==> src/include/uart_status_defines.svh <==
// What this block does
// - Error clear write clears PE, FRAMING_ERROR_FLAG, OVERRUN_ERROR_FLAG
// - Parity mismatch sets sticky parity error
// - Framing error sets sticky flag
// - Overrun sets sticky flag
// - Receive irq: enable and full or error
// - Errors invalidate data, drop FIFO enable
// - No FIFO: load sets, read clears full
// - FIFO: count reached sets, empty clears
// - FIFO idle over 8 baud sets full
// - Tx write clears empty, shift load sets
// - Tx irq: empty and enable
// - Soft clear forces empty and idle high
// - Tx write clears idle, drained sets idle
// - Idle irq: idle flag and enable
// - Flow enable bit switches flow control
// - Stop length from extend and base bits
// - Receive checks first stop bit only
// - Polarity bit inverts line both directions
// - Parity only in normal mode
// - Parity sense: zero even, one odd
// - Length code selects 8,5,6,7,9 bits
// - Mode code 000 normal, 001 multiproc
`ifndef UART_STATUS_DEFINES_SVH
`define UART_STATUS_DEFINES_SVH
`define ADDR_STATUS      4'h0
`define ADDR_FRAME       4'h4
`define ADDR_CONTROL     4'h8
`define ADDR_MODE        4'hC
`define ST_CLEAR_BIT     7
`define ST_PE_BIT        5
`define ST_FRE_BIT       4
`define ST_ORE_BIT       3
`define ST_FULL_BIT      2
`define ST_EMPTY_BIT     1
`define ST_IDLE_BIT      0
`define CT_SOFTCLR_BIT   7
`define CT_RIE_BIT       4
`define CT_TIE_BIT       3
`define CT_TX_IDLE_INTERRUPT_ENABLE_BIT      2
`define CT_FIDLE_BIT     1
`define CT_BASE_BIT      0
`define FR_FLOW_BIT      7
`define FR_EXT_BIT       6
`define FR_INV_BIT       5
`define FR_PEN_BIT       4
`define FR_ODD_BIT       3
`define MODE_NORMAL      3'h0
`define MODE_MULTI       3'h1
`define IDLE_BAUD_COUNT  4'h8
`define FRAME_RESET      8'h00
`endif

==> src/include/uart_status_pkg.sv <==
package uart_status_pkg;
  typedef enum logic [1:0] {
    ADDR_PH = 2'b01,
    DATA_PH = 2'b10
  } bus_state_t;
  typedef struct packed {
    bus_state_t  bus;
    logic        wr;
    logic [3:0]  addr;
    logic        pe;
    logic        framing_error_flag;
    logic        overrun_error_flag;
    logic        full;
    logic        empty;
    logic        idle;
    logic [7:0]  frame;
    logic [4:0]  ctrl;
    logic [2:0]  mode;
    logic        fifo_en;
    logic [3:0]  idle_cnt;
  } state_t;
endpackage : uart_status_pkg

==> src/core/uart_status_and_frame_config.sv <==
// Our own choices: the AHB-Lite register port and the address map.
`timescale 1ns/1ps
`include "uart_status_defines.svh"
module uart_status_and_frame_config (
  // Clock and reset
  input  wire logic        i_clock,
  input  wire logic        i_rst_n,
  // AHB-Lite slave
  input  wire logic        i_hsel,
  input  wire logic [31:0] i_haddr,
  input  wire logic [1:0]  i_htrans,
  input  wire logic        i_hwrite,
  input  wire logic [2:0]  i_hsize,
  input  wire logic [31:0] i_hwdata,
  input  wire logic        i_hready,
  output logic      [31:0] o_hrdata,
  output logic             o_hreadyout,
  output logic             o_hresp,
  // Receiver events
  input  wire logic        i_rx_word_valid,
  input  wire logic        i_rx_parity_bad,
  input  wire logic        i_rx_stop_bad,
  input  wire logic        i_rx_overrun,
  input  wire logic        i_rx_data_read,
  input  wire logic        i_fifo_enable_req,
  input  wire logic        i_fifo_count_reached,
  input  wire logic        i_fifo_empty,
  input  wire logic        i_rx_line_idle,
  input  wire logic        i_baud_tick,
  // Transmitter events
  input  wire logic        i_tx_data_write,
  input  wire logic        i_tx_shift_load,
  input  wire logic        i_tx_shifting,
  // Serial line
  input  wire logic        i_line_in,
  input  wire logic        i_tx_bit,
  output logic             o_line_out,
  output logic             o_rx_bit,
  // Frame outputs
  output logic             o_rx_irq,
  output logic             o_tx_irq,
  output logic             o_flow_control_on,
  output logic      [2:0]  o_stop_bits,
  output logic      [3:0]  o_data_bits,
  output logic             o_parity_on,
  output logic             o_parity_odd,
  output logic             o_check_first_stop_only,
  output logic             o_fifo_store_ok,
  output logic             o_rx_data_valid,
  output logic             o_soft_clear
);
  import uart_status_pkg::*;

  state_t s;
  state_t next_s;
  logic   wr_en;
  logic   rd_en;
  logic   any_err;
  logic   err_clr;
  logic   soft_clr;
  logic   normal;

  // ************************************************************
  // Bus decode
  // ************************************************************
  assign wr_en = (s.bus == DATA_PH) && s.wr;
  assign rd_en = i_hsel && i_hready && i_htrans[1] && !i_hwrite;
  assign err_clr = wr_en && (s.addr == `ADDR_STATUS) &&
                   i_hwdata[`ST_CLEAR_BIT];
  assign soft_clr = wr_en && (s.addr == `ADDR_CONTROL) &&
                    i_hwdata[`CT_SOFTCLR_BIT];
  assign normal = (s.mode == `MODE_NORMAL);
  assign any_err = s.pe || s.framing_error_flag || s.overrun_error_flag;

  // ************************************************************
  // Next state
  // ************************************************************
  always_comb begin
    next_s = s;
    next_s.bus = ADDR_PH;
    next_s.wr = 1'b0;
    if (i_hsel && i_hready && i_htrans[1]) begin
      next_s.bus = DATA_PH;
      next_s.wr = i_hwrite;
      next_s.addr = i_haddr[3:0];
    end
    if (wr_en && s.addr == `ADDR_FRAME) begin
      next_s.frame = i_hwdata[7:0];
    end
    if (wr_en && s.addr == `ADDR_CONTROL) begin
      next_s.ctrl = i_hwdata[4:0];
    end
    if (wr_en && s.addr == `ADDR_MODE) begin
      next_s.mode = i_hwdata[2:0];
    end
    if (err_clr) begin
      next_s.pe = 1'b0;
      next_s.framing_error_flag = 1'b0;
      next_s.overrun_error_flag = 1'b0;
    end
    if (i_rx_word_valid && o_parity_on && i_rx_parity_bad) begin
      next_s.pe = 1'b1;
    end
    if (i_rx_word_valid && i_rx_stop_bad) begin
      next_s.framing_error_flag = 1'b1;
    end
    if (i_rx_overrun) begin
      next_s.overrun_error_flag = 1'b1;
    end
    if (i_fifo_enable_req) begin
      next_s.fifo_en = 1'b1;
    end
    if (any_err) begin
      next_s.fifo_en = 1'b0;
    end
    if (!s.fifo_en) begin
      if (i_rx_data_read) begin
        next_s.full = 1'b0;
      end
      if (i_rx_word_valid) begin
        next_s.full = 1'b1;
      end
      next_s.idle_cnt = 4'h0;
    end else begin
      if (i_fifo_empty) begin
        next_s.full = 1'b0;
      end
      if (i_fifo_count_reached) begin
        next_s.full = 1'b1;
      end
      if (!s.ctrl[`CT_FIDLE_BIT] || i_fifo_empty ||
          i_fifo_count_reached || !i_rx_line_idle ||
          i_rx_data_read) begin
        next_s.idle_cnt = 4'h0;
      end else if (i_baud_tick) begin
        if (s.idle_cnt == `IDLE_BAUD_COUNT) begin
          next_s.full = 1'b1;
        end else begin
          next_s.idle_cnt = s.idle_cnt + 4'h1;
        end
      end
    end
    if (i_tx_shift_load) begin
      next_s.empty = 1'b1;
    end
    if (s.empty && !i_tx_shifting && !i_tx_data_write) begin
      next_s.idle = 1'b1;
    end
    if (i_tx_data_write) begin
      next_s.empty = 1'b0;
      next_s.idle = 1'b0;
    end
    if (soft_clr) begin
      next_s.empty = 1'b1;
      next_s.idle = 1'b1;
      next_s.pe = 1'b0;
      next_s.framing_error_flag = 1'b0;
      next_s.overrun_error_flag = 1'b0;
      next_s.full = 1'b0;
      next_s.idle_cnt = 4'h0;
    end
  end

  // ************************************************************
  // State register
  // ************************************************************
  always_ff @(posedge i_clock or negedge i_rst_n) begin
    if (!i_rst_n) begin
      s.bus <= ADDR_PH;
      s.wr <= 1'b0;
      s.addr <= 4'h0;
      s.pe <= 1'b0;
      s.framing_error_flag <= 1'b0;
      s.overrun_error_flag <= 1'b0;
      s.full <= 1'b0;
      s.empty <= 1'b1;
      s.idle <= 1'b1;
      s.frame <= `FRAME_RESET;
      s.ctrl <= 5'h00;
      s.mode <= `MODE_NORMAL;
      s.fifo_en <= 1'b0;
      s.idle_cnt <= 4'h0;
      o_hrdata <= 32'h0000_0000;
    end else begin
      s <= next_s;
      if (rd_en) begin
        case (i_haddr[3:0])
          `ADDR_STATUS:  o_hrdata <= {24'h000000, 1'b0, 1'b0,
                                      next_s.pe, next_s.framing_error_flag,
                                      next_s.overrun_error_flag, next_s.full,
                                      next_s.empty, next_s.idle};
          `ADDR_FRAME:   o_hrdata <= {24'h000000, next_s.frame};
          `ADDR_CONTROL: o_hrdata <= {27'h0000000, next_s.ctrl};
          `ADDR_MODE:    o_hrdata <= {29'h00000000, next_s.mode};
          default:       o_hrdata <= 32'h0000_0000;
        endcase
      end
    end
  end

  // ************************************************************
  // Outputs
  // ************************************************************
  assign o_hreadyout = 1'b1;
  assign o_hresp = 1'b0;
  assign o_rx_irq = s.ctrl[`CT_RIE_BIT] &&
                    (s.full || any_err);
  assign o_tx_irq = (s.ctrl[`CT_TIE_BIT] && s.empty) ||
                    (s.ctrl[`CT_TX_IDLE_INTERRUPT_ENABLE_BIT] && s.idle);
  assign o_flow_control_on = s.frame[`FR_FLOW_BIT];
  assign o_stop_bits = {1'b0, s.frame[`FR_EXT_BIT], 1'b0} +
                       {2'b00, s.ctrl[`CT_BASE_BIT]} + 3'h1;
  assign o_line_out = i_tx_bit ^ s.frame[`FR_INV_BIT];
  assign o_rx_bit = i_line_in ^ s.frame[`FR_INV_BIT];
  assign o_parity_on = s.frame[`FR_PEN_BIT] && normal;
  assign o_parity_odd = s.frame[`FR_ODD_BIT];
  assign o_check_first_stop_only = 1'b1;
  assign o_fifo_store_ok = s.fifo_en && !any_err;
  assign o_rx_data_valid = !any_err;
  assign o_soft_clear = soft_clr;

  always_comb begin
    case (s.frame[2:0])
      3'h0:    o_data_bits = 4'h8;
      3'h1:    o_data_bits = 4'h5;
      3'h2:    o_data_bits = 4'h6;
      3'h3:    o_data_bits = 4'h7;
      3'h4:    o_data_bits = 4'h9;
      default: o_data_bits = 4'h8;
    endcase
  end

  // ************************************************************
  // Assertions
  // ************************************************************
  property p_clear;
    @(posedge i_clock) disable iff (!i_rst_n)
    err_clr && !i_rx_word_valid && !i_rx_overrun |=> !s.pe && !s.framing_error_flag
      && !s.overrun_error_flag;
  endproperty
  a_clear: assert property (p_clear) else $error("clear failed");
  property p_pe;
    @(posedge i_clock) disable iff (!i_rst_n)
    i_rx_word_valid && o_parity_on && i_rx_parity_bad && !soft_clr |=> s.pe;
  endproperty
  a_pe: assert property (p_pe) else $error("pe not set");
  property p_fre;
    @(posedge i_clock) disable iff (!i_rst_n)
    i_rx_word_valid && i_rx_stop_bad && !soft_clr |=> s.framing_error_flag;
  endproperty
  a_fre: assert property (p_fre) else $error("fre not set");
  property p_ore;
    @(posedge i_clock) disable iff (!i_rst_n)
    i_rx_overrun && !soft_clr |=> s.overrun_error_flag;
  endproperty
  a_ore: assert property (p_ore) else $error("ore not set");
  property p_rxirq;
    @(posedge i_clock) disable iff (!i_rst_n)
    o_rx_irq == (s.ctrl[`CT_RIE_BIT] && (s.full || s.pe || s.framing_error_flag || s.overrun_error_flag));
  endproperty
  a_rxirq: assert property (p_rxirq) else $error("rx irq");
  property p_fifo_drop;
    @(posedge i_clock) disable iff (!i_rst_n)
    (s.pe || s.framing_error_flag || s.overrun_error_flag) |=> !s.fifo_en;
  endproperty
  a_fifo_drop: assert property (p_fifo_drop) else $error("fifo on");
  property p_txw;
    @(posedge i_clock) disable iff (!i_rst_n)
    i_tx_data_write && !soft_clr |=> !s.empty && !s.idle;
  endproperty
  a_txw: assert property (p_txw) else $error("tx write");
  property p_soft;
    @(posedge i_clock) disable iff (!i_rst_n)
    soft_clr |=> s.empty && s.idle;
  endproperty
  a_soft: assert property (p_soft) else $error("soft clear");
  property p_par_mode;
    @(posedge i_clock) disable iff (!i_rst_n)
    (s.mode == `MODE_MULTI) |-> !o_parity_on;
  endproperty
  a_par_mode: assert property (p_par_mode) else $error("parity");

  // ************************************************************
  // Assertions: receive flags
  // ************************************************************
  property p_pe_hold;
    @(posedge i_clock) disable iff (!i_rst_n)
    s.pe && !err_clr && !soft_clr |=> s.pe;
  endproperty
  a_pe_hold: assert property (p_pe_hold) else $error("pe lost");
  property p_fre_hold;
    @(posedge i_clock) disable iff (!i_rst_n)
    s.framing_error_flag && !err_clr && !soft_clr |=> s.framing_error_flag;
  endproperty
  a_fre_hold: assert property (p_fre_hold) else $error("fre lost");
  property p_ore_hold;
    @(posedge i_clock) disable iff (!i_rst_n)
    s.overrun_error_flag && !err_clr && !soft_clr |=> s.overrun_error_flag;
  endproperty
  a_ore_hold: assert property (p_ore_hold) else $error("ore lost");
  property p_bad_word;
    @(posedge i_clock) disable iff (!i_rst_n)
    any_err |-> !o_rx_data_valid && !o_fifo_store_ok;
  endproperty
  a_bad_word: assert property (p_bad_word) else $error("bad word");
  property p_load;
    @(posedge i_clock) disable iff (!i_rst_n)
    !s.fifo_en && i_rx_word_valid && !soft_clr |=> s.full;
  endproperty
  a_load: assert property (p_load) else $error("full not set");
  property p_read;
    @(posedge i_clock) disable iff (!i_rst_n)
    !s.fifo_en && i_rx_data_read && !i_rx_word_valid && !soft_clr
      |=> !s.full;
  endproperty
  a_read: assert property (p_read) else $error("full kept");
  property p_count;
    @(posedge i_clock) disable iff (!i_rst_n)
    s.fifo_en && i_fifo_count_reached && !soft_clr |=> s.full;
  endproperty
  a_count: assert property (p_count) else $error("count");
  property p_drain;
    @(posedge i_clock) disable iff (!i_rst_n)
    s.fifo_en && i_fifo_empty && !i_fifo_count_reached |=> !s.full;
  endproperty
  a_drain: assert property (p_drain) else $error("drain");
  property p_idle_cap;
    @(posedge i_clock) disable iff (!i_rst_n)
    s.idle_cnt <= `IDLE_BAUD_COUNT;
  endproperty
  a_idle_cap: assert property (p_idle_cap) else $error("cap");
  property p_idle_set;
    @(posedge i_clock) disable iff (!i_rst_n)
    s.fifo_en && s.ctrl[`CT_FIDLE_BIT] && !i_fifo_empty &&
      !i_fifo_count_reached && i_rx_line_idle && !i_rx_data_read &&
      i_baud_tick && (s.idle_cnt == `IDLE_BAUD_COUNT) && !soft_clr
      |=> s.full;
  endproperty
  a_idle_set: assert property (p_idle_set) else $error("idle");
  property p_restart;
    @(posedge i_clock) disable iff (!i_rst_n)
    i_rx_data_read |=> (s.idle_cnt == 4'h0);
  endproperty
  a_restart: assert property (p_restart) else $error("restart");

  // ************************************************************
  // Assertions: transmit flags and frame
  // ************************************************************
  property p_shift;
    @(posedge i_clock) disable iff (!i_rst_n)
    i_tx_shift_load && !i_tx_data_write |=> s.empty;
  endproperty
  a_shift: assert property (p_shift) else $error("shift");
  property p_tie;
    @(posedge i_clock) disable iff (!i_rst_n)
    s.ctrl[`CT_TIE_BIT] && s.empty |-> o_tx_irq;
  endproperty
  a_tie: assert property (p_tie) else $error("tie");
  property p_drained;
    @(posedge i_clock) disable iff (!i_rst_n)
    s.empty && !i_tx_shifting && !i_tx_data_write |=> s.idle;
  endproperty
  a_drained: assert property (p_drained) else $error("drained");
  property p_tx_idle_interrupt_enable;
    @(posedge i_clock) disable iff (!i_rst_n)
    s.ctrl[`CT_TX_IDLE_INTERRUPT_ENABLE_BIT] && s.idle |-> o_tx_irq;
  endproperty
  a_tx_idle_interrupt_enable: assert property (p_tx_idle_interrupt_enable) else $error("tx_idle_interrupt_enable");
  property p_stop_max;
    @(posedge i_clock) disable iff (!i_rst_n)
    s.frame[`FR_EXT_BIT] && s.ctrl[`CT_BASE_BIT] |-> (o_stop_bits == 3'h4);
  endproperty
  a_stop_max: assert property (p_stop_max) else $error("stop");
  property p_nine;
    @(posedge i_clock) disable iff (!i_rst_n)
    (s.frame[2:0] == 3'h4) |-> (o_data_bits == 4'h9);
  endproperty
  a_nine: assert property (p_nine) else $error("nine");
endmodule : uart_status_and_frame_config

==> config.mk <==
export PLATFORM = sky130hd
export DESIGN_NAME = uart_status_and_frame_config
export DESIGN_NICKNAME = d
export VERILOG_FILES = /design/src/include/uart_status_pkg.sv /design/src/core/uart_status_and_frame_config.sv
export VERILOG_INCLUDE_DIRS = /design/src /design/src/include
export SDC_FILE = /design/constraint.sdc
export NUM_CORES = 1
export LEC_CHECK = 0
export BUFFER_PORTS_ARGS = -buffer_cell sky130_fd_sc_hd__buf_2
export CAP_MARGIN = 20
export CORE_MARGIN = 4
export CORE_UTILIZATION = 35
export CTS_CLUSTER_SIZE = 30
export DETAILED_ROUTE_END_ITERATION = 7
export MAX_ROUTING_LAYER = met4
export PLACE_DENSITY = 0.69
export SLEW_MARGIN = 0
export SYNTH_ARGS = -nofsm -noshare
export SYNTH_HDL_FRONTEND = slang
export SYNTH_SLANG_ARGS = --single-unit
==> constraint.sdc <==
create_clock -name i_clock -period 3.7 [get_ports i_clock]
set_clock_uncertainty 0.2 [all_clocks]
set_input_delay 0.555 -clock i_clock [delete_from_list [all_inputs] [get_ports i_clock]]
set_output_delay 0.555 -clock i_clock [all_outputs]
set_load 0.05 [all_outputs]
### After elaboration in Yosys (flattened, before gate mapping)

Index checks and enable logic that the tools add are counted.

* register bits: 66
* output and inout bits: 52

* add/sub/neg operators: 3
* eq/ne operators: 14
* mux-type cells: 29
* bitwise operators: 2
* reduce and logical (&&, ||, !) cells: 39

Operator list (number)
* $pmux W8 S4: 1
* $eq A4 B4 Y1 const B: 5
* $logic_and A1 B1 Y1: 20
* $mux W4: 5
* $pmux W4 S4: 1
* $mux W1: 15
* $eq A4 B3 Y1 const B: 2
* $logic_not A4 Y1: 2
* $logic_or A1 B1 Y1: 8
* $mux W8: 1
* $mux W7: 1
* $eq A3 B2 Y1 const B: 2
* $logic_not A1 Y1: 6
* $mux W3: 2
* $mux W6: 1
* $mux W5: 1
* $add A4 B1 Y4 const B: 1
* $ne A4 B3 Y1 const B: 1
* $ne A4 B4 Y1 const B: 1
* $add A2 B1 Y3: 1
* $add A3 B1 Y3 const B: 1
* $eq A3 B1 Y1 const B: 1
* $eq A3 B3 Y1 const B: 1
* $logic_not A3 Y1: 1
* 5 further kinds: 6

### Longest topological paths before layout

Gate-level depths: netlist of run 1.

* depth in word-level cells: 9
* gate-level depth with buffers: 7
* mapped depth without buffers: 7

### Worst setup path before layout of run 1

OpenSTA, ideal clock, no wires.

* path type: reg2reg
* from: register s[6] in the netlist's numbering
* to: register o_hrdata[5]
* arrival: 2772 ps
* slack: 661 ps
* cell stages (with the launch flop): 6
* path buffers: 0
* path through: dfrtp_1 nor4b_1 a31oi_1 o22ai_1 a22oi_1 nand2_1

RTL lines
* start: declaration: line uart_status_and_frame_config.sv:54 `state_t s;`
* start signal: assignment: line uart_status_and_frame_config.sv:185 `s <= next_s;`
* end signal: assignment: line uart_status_and_frame_config.sv:188 `` `ADDR_STATUS: o_hrdata <= {24'h000000, 1'b0, 1'b0, ``
* end signal: assignment: line uart_status_and_frame_config.sv:192 `` `ADDR_FRAME: o_hrdata <= {24'h000000, next_s.frame}; ``
* end signal: assignment: line uart_status_and_frame_config.sv:193 `` `ADDR_CONTROL: o_hrdata <= {27'h0000000, next_s.ctrl}; ``
* end: declaration: line uart_status_and_frame_config.sv:16 `output logic [31:0] o_hrdata,`

### Worst setup path after layout of run 1

* from: register s[27] in the netlist's numbering
* to: output port o_soft_clear

* cells in the longest elaborated chain, start to end: 3

Ends and longest elaborated chain
* $eq A4 B4 Y1 (no line)
* $logic_and A1 B1 Y1 (2 in series): line uart_status_and_frame_config.sv:70 `` assign soft_clr = wr_en && (s.addr == `ADDR_CONTROL) && ``
* end: declaration: line uart_status_and_frame_config.sv:50 `output logic o_soft_clear`

No other way between the ends.

==> reports/summary.txt, run 1 <==
Status: finished, final reports clean
Post-synth cell types: 47
Core box area: 0.00599 mm2
Ports: 141
Final worst path period need: 2.59 ns
Clock Tree Root: clkbuf_8
Max Fclk: 386 MHz
Synth top area share: 0.445
Final Hold Fails: 0
Sequential cell area: 0.00105 mm2
Latest clock arrival within the worst-skew pair: 0.30 ns
Vias: 1629
Static leakage: 1.32 nW
Worst ir drop on vdd: 171 uV
Clk slew on worst S/H paths: 0.08 ns
Post-Route WL: 4850 um
Primary FF master, synth: dfrtp_1
Seq/Total Area, Yosys: 0.481
Slew Limit Headroom: 0.381
Pre-Repair DR Iteration Count: 4
R2R Path Start: s[27]$_DFFE_PN0P_
Final HPWL DP: 3820 um
Starting DRC count in detailed routing: 111
Post-synth EDFFs: 0
WS Path Type: reg2out
Critical Path Source Type: flop
Fin util: 0.429
Fillers: 580
Critical path arrival: 1.83 ns
Post-Layout Cell Count: 335
Ys async rst share: 1.00
# hold bufs at CTS: 0
Setup TNS: 0 ns
Routed WL per cell: 14.5 um
#FFs+latches synth: 42
Multi-input logic area: 971 um2
Flop2flop setup slack: 1.49 ns
Die area: 0.00759 mm2
Vias in the first global route: 1580
Initial Util: 0.366
Final setup fails: 0
R2R depth: 5
Post-CTS sizing: 0
Post-synth top area cell: dfrtp_1
Placed cells: 327
Post-route ant nets: 0
Die X: 87.1 um
Syn avg cell area: 11.0 um2
Final Max Tran Viols: 0
RSZ-0062 raised after global routing: no
CTS tree: done
DRC viols: 0
Post-CTS Setup Bufs: 0
Ranking of synthesized cells by area: dfrtp_1 (45%), buf_4 (9.3%), mux2_2 (8.7%)
Longest Clk Path Bufs: 2
# diodes: 0
R2r endpoint: o_hrdata[2]$_DFFE_PN0P_
Yosys warning count: 0
Min-delay worst type: in2async
GRT overflow: 0
Initial antenna violation count: 0
Synth top cells by count: dfrtp_1 (39), buf_4 (27), mux2_2 (17), inv_1 (13), nor2_1 (13)
CTS buffer count: 5
Die height: 87.1 um
Syn Std Cell Area: 0.00219 mm2
Most common cell in the netlist: dfrtp_1
Placer congestion estimate: 0.849
Cell count after synthesis: 199
Area Growth Syn to Fin: 17.2%
Port bufs: 57
Final nets: 351
Endpoint type of the worst setup path: output port
Largest net degree at the start of global routing: 43
H-tree Lvls: 2
Tot GR Track Use: 0.137
Crit path max fanout: 5
Via density: 4.86
First-pass GRT wire length: 7800 um
Rows: 28
Worst setup path startpoint: s[27]$_DFFE_PN0P_
Slew @ Worst Pin: 0.929 ns
Part of the cycle the worst path needs: 0.700
Pwr Density: 417 mW/mm2
Critical Path RT: 2.94 ns
Total Power: 1.07 mW
Share of post-route cells with drive strength above 1: 0.350
Max Cap Viol: 0
Sink Count: 42
-- flip-flops by register name (all words and copies together) (netlist names) --
signal,cells
o_flow_control_on,1
s,32
o_parity_odd,1
o_hrdata,8
-- through the flow --
stage,setup slack [ns],hold WS [ns],area (um2)
floorplan,0.661,0.0594,2280
global placement,1.24,0.277,2450
detailed placement,1.25,0.287,2450
CTS,1.10,0.216,2570
global route,0.941,0.248,2570
finish,1.11,0.186,2570
-- cell type report --
class / instances / area share
Sequential cell: 42 / 0.411
Clock buffer: 5 / 0.0268
Multi-Input combinational cell: 140 / 0.378
Tap cell: 75 / 0.0365
Clock inverter: 3 / 0.0175
Inverter: 13 / 0.0190
Timing Repair Buffer: 57 / 0.111
-- layer usage --
metal  GRT usage  share of wire
met4      0.0460          0.013
met3      0.0265          0.065
met2       0.226           0.49
met5           -              0
met1       0.168           0.43
-- worst max-delay path, stage by stage (launching register included) --
cell	delay [ns]
dfrtp_1	0.41
nor3b_4	0.33
nand4_1	0.32
inv_1	0.19
buf_2	0.28
-- how the worst max path moves through the flow --
stage               slack, ns                      end  cells past startpoint
floorplan                0.66  o_hrdata[5]$_DFFE_PN0P_                      5
global placement         1.24  o_hrdata[2]$_DFFE_PN0P_                      6
detailed placement       1.25  o_hrdata[4]$_DFFE_PN0P_                      6
CTS                      1.10             o_soft_clear                      4
global route             0.94             o_soft_clear                      4
finish                   1.11             o_soft_clear                      4
-- kinds of logic (layout without fill, tap and decap cells) --
| kind of cell | count (synthesis) | in the layout | share of synthesized area |
|---|---|---|---|
| XOR/XNOR | 5 | 5 | 0.0200 |
| buffers and inverters | 42 | 78 | 0.118 |
| AND/OR/NAND/NOR | 53 | 53 | 0.143 |
| multiplexers | 21 | 21 | 0.108 |
| AO/OA/AOI/OAI | 31 | 31 | 0.109 |
| other | 2 | 27 | 0.00343 |
| adder cells (fa/ha/maj) | 3 | 3 | 0.0171 |
| flip-flops | 42 | 42 | 0.481 |
-- placed cells by master (no fill, tap or decap), types with 5 or more instances in the layout --
cell type	netlist	final
inv_1	13	13
dfrtp_1	39	39
nor2_1	13	13
a22oi_1	5	5
buf_2	0	57
conb_1	2	27
mux2_2	17	17
nand2_1	10	10
clkbuf_8	0	5
-- power by group --
group,leakage [nW],switching (mW),internal (mW),total [mW]
Clock,0.0504,0.162,0.201,0.363
Combinational,0.751,0.157,0.0485,0.206
Sequential,0.517,0.0202,0.483,0.503
Total,1.32,0.340,0.732,1.07
Power figures use the tool's default switching activity.
==> inputs of run 2 (changes only) <==
- clock period: 3.7 -> 2.42 ns (I/O delays scaled with it)
==> reports/summary.txt, run 2 (same netlist as run 1, synthesis figures left out) <==
Static leakage: 1.36 nW (+3.1%)
Area Growth Syn to Fin: 20.0%
Final Max Tran Viols: 0 (unchanged)
Die height: 87.1 um (unchanged)
Pwr Density: 609 mW/mm2 (+46%)
CTS tree: done
Final nets: 358 (+2.0%)
Starting DRC count in detailed routing: 80 (-28%)
First-pass GRT wire length: 7390 um (-5.3%)
Final worst path period need: 2.31 ns
RSZ-0062 raised after global routing: no
Internal: 1.10 mW (+51%)
Clk slew on worst S/H paths: 0.08 ns (about the same)
Vias: 1636 (+0.43%)
Sw frac: 0.311 (-0.00580)
Post-Route WL: 4800 um (-1.1%)
DRC viols: 0 (unchanged)
Hold_ws: 0.0709 ns (-0.115 ns)
GRT overflow: 0 (unchanged)
Worst path cell trace: nor3b_4, nand4_1, inv_1, buf_2
Flop pwr share: 0.480 (+0.011)
Crit path max fanout: 5 (unchanged)
Placer congestion estimate: 0.863 (+1.6%)
Tot GR Track Use: 0.130 (-0.00719)
Post-route ant nets: 0 (unchanged)
Final Hold Fails: 0 (unchanged)
Sink Count: 42 (unchanged)
Fillers: 592 (+2.1%)
Setup TNS: 0 ns (unchanged)
Number of flip-flops in the largest register: 32 (unchanged)
R2R depth: 5 (unchanged)
Final HPWL DP: 3780 um (-0.91%)
Vias in the first global route: 1550 (-1.9%)
Initial antenna violation count: 0 (unchanged)
Crit path max-delay family: simple AND/OR/NAND/NOR gates
Min-delay worst type: in2reg
Top reg by flops: s
WS Path Type: reg2out
Clock Tree Root: clkbuf_8
Share of post-route cells with drive strength above 1: 0.371 (+0.0208)
Worst path max stage delay: 0.41 ns (about the same)
Ports: 141 (unchanged)
Regs by FF count: s: 32 flops, o_hrdata: 8 flops
# diodes: 0 (unchanged)
Critical Path RT: 1.86 ns (-1.08 ns)
Part of the cycle the worst path needs: 0.955
Die X: 87.1 um (unchanged)
Max Cap Viol: 0 (unchanged)
Number of stages on the worst setup path: 4 (unchanged)
Sw Pwr: 0.499 mW (+47%)
Port bufs: 57 (unchanged)
Gate power share: 0.198 (+0.006)
Status: finished, final reports clean
Cells on Worst Hold Path: 2
Slew Limit Headroom: 0.659 (+0.278)
Worst ir drop on vdd: 235 uV (+38%)
Critical Path Source Type: flop
Worst path bufs/invs: 2 (unchanged)
Clk pwr share: 0.322 (-0.016)
Latest clock arrival within the worst-skew pair: 0.29 ns (about the same)
Sequential cell area: 0.00105 mm2 (unchanged)
Die area: 0.00759 mm2 (unchanged)
Total Power: 1.60 mW (+50%)
CTS buffer count: 5 (unchanged)
Max Fclk: 433 MHz
Initial Util: 0.366 (unchanged)
Slew @ Worst Pin: 0.511 ns (-0.417 ns)
Critical path arrival: 1.75 ns (-0.08 ns)
Core box area: 0.00599 mm2 (unchanged)
Via density: 4.78 (-1.6%)
Multi-input logic area: 982 um2 (+1.2%)
Most frequent cells in the layout: buf_2 (57), dfrtp_1 (39), conb_1 (27)
Endpoint type of the worst setup path: output port
Commonest non-fill, non-tap cell in the layout: buf_2
Rows: 28 (unchanged)
Worst path slowest cell: dfrtp_1
Longest Clk Path Bufs: 2 (unchanged)
Pre-Repair DR Iteration Count: 4 (unchanged)
Largest net degree at the start of global routing: 43 (unchanged)
Final setup fails: 0 (unchanged)
H-tree Lvls: 2 (unchanged)
Fin util: 0.439 (+0.0104)
Routed WL per cell: 14.0 um (-3.1%)
[run 2: cell types whose count changed in the layout (fill, tap and decap cells not counted), sizes merged]
cell,delta
buf,+6
bufinv,-1
clkbuf,+3
dlygate4sd3,+1
clkinvlp,-2
[run 2: power groups by stage]
stage | registers [mW] | clock network (mW) | logic (mW)
after floorplan | 0.802 | 0 | 0.243
after global placement | 0.782 | 0 | 0.315
after detailed placement | 0.783 | 0 | 0.317
after CTS | 0.770 | 0.522 | 0.319
after global routing | 0.774 | 0.549 | 0.339
final | 0.769 | 0.515 | 0.318
[run 2: worst paths after layout]
kind	from	end	slack [ns]
setup / recovery	s[27]$_DFFE_PN0P_	o_soft_clear	0.11
hold / removal	i_fifo_enable_req	s[4]$_DFFE_PN0P_	0.07
setup reg to reg	s[27]$_DFFE_PN0P_	o_hrdata[2]$_DFFE_PN0P_	0.26
hold reg to reg	o_hrdata[6]$_DFFE_PN0P_	o_hrdata[6]$_DFFE_PN0P_	0.29
max in group asynchronous	i_rst_n	s[21]$_DFF_PN1_	1.19
min in group asynchronous	i_rst_n	s[27]$_DFFE_PN0P_	0.46
[run 2: layout make-up]
class / instances / share of cell area
flip-flops and latches: 42 / 0.401
multi-input cells: 140 / 0.373
repair buffers: 64 / 0.129
clock buffers: 8 / 0.0419
well taps: 75 / 0.0357
inverters: 13 / 0.0186
[run 2: worst reg2reg max path, stage by stage, from the launching register on]
cell and delay [ns]:
dfrtp_1 0.41, nor3b_4 0.32, and4_1 0.33, mux2_2 0.37, a32o_1 0.22, a211o_1 0.22
[run 2: metal layers]
metal	global-route usage	up-vias	wire (um)
met5	-	-	0
met4	0.0460	0	71
met3	0.0265	5	279
met2	0.215	53	2370
met1	0.156	792	2070
li1	-	786	-
[run 2: timing repair]
item | in CTS | in global routing
hold buffers | 1 | 0
endpoints found under the hold margin | 39 | 0
setup buffers | 0 | 3
resized for setup | 0 | 0
setup endpoints to repair | 0 | 1
[run 2: metrics by stage]
step           cell area [um2]  worst slack [ns]  cells
6_report                  2630             0.108    342
5_1_grt                   2630           0.00798    342
4_1_cts                   2610            0.0235    339
3_5_place_dp              2490             0.246    330
3_3_place_gp              2490             0.258    330
2_1_floorplan             2300             0.198    224
==> inputs of run 3 (changes only) <==
--- a/config.mk
+++ b/config.mk
@@ -8,2 +8,3 @@
 export LEC_CHECK = 0
+export ABC_AREA = 1
 export BUFFER_PORTS_ARGS = -buffer_cell sky130_fd_sc_hd__buf_2
@@ -15,3 +16,3 @@
 export MAX_ROUTING_LAYER = met4
-export PLACE_DENSITY = 0.69
+export PLACE_DENSITY = 0.67
 export SLEW_MARGIN = 0
--- a/constraint.sdc
+++ b/constraint.sdc
@@ -4,2 +4,2 @@
 set_output_delay 0.363 -clock i_clock [all_outputs]
-set_load 0.05 [all_outputs]
+set_load 0.02 [all_outputs]
==> reports/summary.txt, run 3 <==
First-pass GRT wire length: 9300 um (+26%)
Crit path max fanout: 8 (+3)
Post-Layout Cell Count: 473 (+38%)
Worst path max stage delay: 0.43 ns (+0.02 ns)
H-tree Lvls: 2 (unchanged)
Static leakage: 1.69 nW (+24%)
Status: finished, final reports clean
Top reg by flops: s
Slew Limit Headroom: 0.582 (-0.0770)
Ranking of synthesized cells by area: dfrtp_1 (39%), nand2_1 (11%), buf_4 (8.2%)
Seq/Total Area, Yosys: 0.427 (-0.0546)
Tot GR Track Use: 0.140 (+0.0100)
Pwr Density: 518 mW/mm2 (-15%)
Vias in the first global route: 2053 (+32%)
Most common cell in the netlist: nand2_1
Primary FF master, synth: dfrtp_1
# diodes: 0 (unchanged)
Post-Route WL: 5420 um (+13%)
Syn avg cell area: 7.92 um2 (-28%)
Cell mode on critical path: inv_1
Critical path arrival: 1.53 ns (-0.22 ns)
Endpoint type of the worst setup path: output port
RSZ-0062 raised after global routing: no
Worst path slowest cell: dfrtp_1
Max Cap Viol: 0 (unchanged)
Pre-Repair DR Iteration Count: 4 (unchanged)
Final HPWL DP: 4440 um (+17%)
Internal: 1.09 mW (-0.80%)
CTS buffer count: 5 (unchanged)
Critical Path RT: 1.86 ns (about the same)
Placed cells: 464 (+41%)
Post-synth top area cell: dfrtp_1
Post-synth cell types: 32 (-32%)
Sink Count: 42 (unchanged)
Post-synth EDFFs: 0 (unchanged)
Vias: 2035 (+24%)
DRC viols: 0 (unchanged)
Fin util: 0.424 (-0.0154)
Die height: 92.0 um (+5.6%)
Gate power share: 0.146 (-0.052)
R2R depth: 8 (+3)
Sw Pwr: 0.405 mW (-19%)
Flop pwr share: 0.496 (+0.016)
Die X: 92.0 um (+5.6%)
GRT overflow: 0 (unchanged)
Via density: 4.30 (-10%)
DP Area: 0.00278 mm2 (+12%)
Hold_ws: 0.0818 ns (+0.0109 ns)
Slew @ Worst Pin: 0.627 ns (+0.115 ns)
Flop2flop setup slack: 0.74 ns (+0.48 ns)
Final Max Tran Viols: 0 (unchanged)
Die area: 0.00847 mm2 (+12%)
Final setup fails: 0 (unchanged)
Cell count after synthesis: 312 (+57%)
Largest net degree at the start of global routing: 29 (-33%)
Longest Clk Path Bufs: 2 (unchanged)
Final nets: 468 (+31%)
Cells on Worst Hold Path: 2 (unchanged)
Synth top area share: 0.395 (-0.0505)
R2r endpoint: s[3]$_DFFE_PN0P_
R2R Path Start: s[0]$_DFFE_PN0P_
Starting DRC count in detailed routing: 93 (+16%)
Latest clock arrival within the worst-skew pair: 0.29 ns (about the same)
Critical Path Source Type: flop
Post-route ant nets: 0 (unchanged)
Post-Layout Inst Area: 0.00289 mm2 (+10%)
Regs by FF count: s: 32 flops, o_hrdata: 8 flops
Share of post-route cells with drive strength above 1: 0.252 (-0.119)
Area Growth Syn to Fin: 17.1%
Hold_sp: i_fifo_enable_req
Hold Crit Endpoint: s[4]$_DFFE_PN0P_
Most frequent cells in the layout: nand2_1 (72), buf_2 (57), inv_1 (46)
Ports: 141 (unchanged)
Total Power: 1.50 mW (-6.4%)
Rows: 30 (+7.1%)
Placer congestion estimate: 0.918 (+6.3%)
Worst ir drop on vdd: 185 uV (-21%)
Clk slew on worst S/H paths: 0.08 ns (about the same)
Clk pwr share: 0.358 (+0.036)
Routed WL per cell: 11.5 um (-18%)
Ys async rst share: 1.00 (unchanged)
Syn Std Cell Area: 0.00247 mm2 (+13%)
Part of the cycle the worst path needs: 0.867 (-0.0885)
Synth top cells by count: nand2_1 (72), inv_1 (46), dfrtp_1 (39), nand3_1 (33), buf_4 (27)
Number of flip-flops in the largest register: 32 (unchanged)
Initial Util: 0.362 (-0.00398)
Port bufs: 57 (unchanged)
Post-CTS Setup Bufs: 0 (unchanged)
WS Path Type: reg2out
Max Fclk: 477 MHz (+10%)
Final worst path period need: 2.10 ns (-0.214 ns)
Setup ws final: 0.322 ns (+0.214 ns)
Initial antenna violation count: 0 (unchanged)
Pre-CTS setup slack: 0.618 ns (+0.372 ns)
Yosys warning count: 0 (unchanged)
Sw frac: 0.270 (-0.0413)
CTS tree: done
Setup TNS: 0 ns (unchanged)
#FFs+latches synth: 42 (unchanged)
Core box area: 0.00683 mm2 (+14%)
Min-delay worst type: in2reg
Crit path max-delay family: flip-flops
Commonest non-fill, non-tap cell in the layout: nand2_1
Clock Tree Root: clkbuf_8
Worst path cell trace: inv_1, nand2_2, nor2_8, nand3_4, inv_1, buf_2
Worst path bufs/invs: 3 (+1)
Final Hold Fails: 0 (unchanged)
run 3: final cells by class:
cell class,instances,area (um2)
Fill cell,726,3940
Clock buffer,5,68.8
Tap cell,96,120
Inverter,51,191
Multi-Input combinational cell,215,1100
Timing Repair Buffer,61,318
Clock inverter,3,40.0
Sequential cell,42,1050
run 3: worst max path at each step:
stage,end,slack (ns),start,cells after the start
2_1_floorplan,o_fifo_store_ok,0.46,s[24]$_DFF_PN0_,3
3_3_place_gp,o_hrdata[2]$_DFFE_PN0P_,0.64,i_haddr[0],10
3_5_place_dp,o_soft_clear,0.62,s[29]$_DFFE_PN0P_,6
4_1_cts,o_soft_clear,0.29,s[29]$_DFFE_PN0P_,6
5_1_grt,o_rx_irq,0.13,s[24]$_DFF_PN0_,5
6_report,o_soft_clear,0.32,s[29]$_DFFE_PN0P_,6
run 3: logic make-up (layout without fill, tap and decap cells):
group                      count (synthesis)  after routing  share of synthesized area
buffers and inverters                     80            120                      0.166
xor gates and xnor gates                   4              4                     0.0142
other                                      2             27                    0.00304
adders and majority gates                  3              3                     0.0152
DFF                                       42             42                      0.427
AOI/OAI and AO/OA                         23             23                     0.0506
and+or+nand+nor                          158            158                      0.325
run 3: per-layer routing:
metal,GRT usage,routed length (um),vias up,share of wire
met5,-,0,-,0
met4,0.0421,101,0,0.019
met3,0.0295,331,8,0.061
met2,0.229,2620,58,0.48
met1,0.174,2370,930,0.44
li1,-,-,1039,-
run 3: power groups by stage:
| stage | logic (mW) | registers (mW) | clock network [mW] |
|---|---|---|---|
| CTS | 0.223 | 0.744 | 0.555 |
| floorplan | 0.175 | 0.761 | 0 |
| global route | 0.245 | 0.748 | 0.579 |
| global placement | 0.217 | 0.757 | 0 |
| finish | 0.219 | 0.743 | 0.537 |
| detailed placement | 0.221 | 0.757 | 0 |
run 3: what timing repair did:
item	4_1_cts	5_1_grt
setup endpoints to repair	0	0
hold endpoints to repair	23	0
gates resized for setup	0	0
hold buffers	1	0
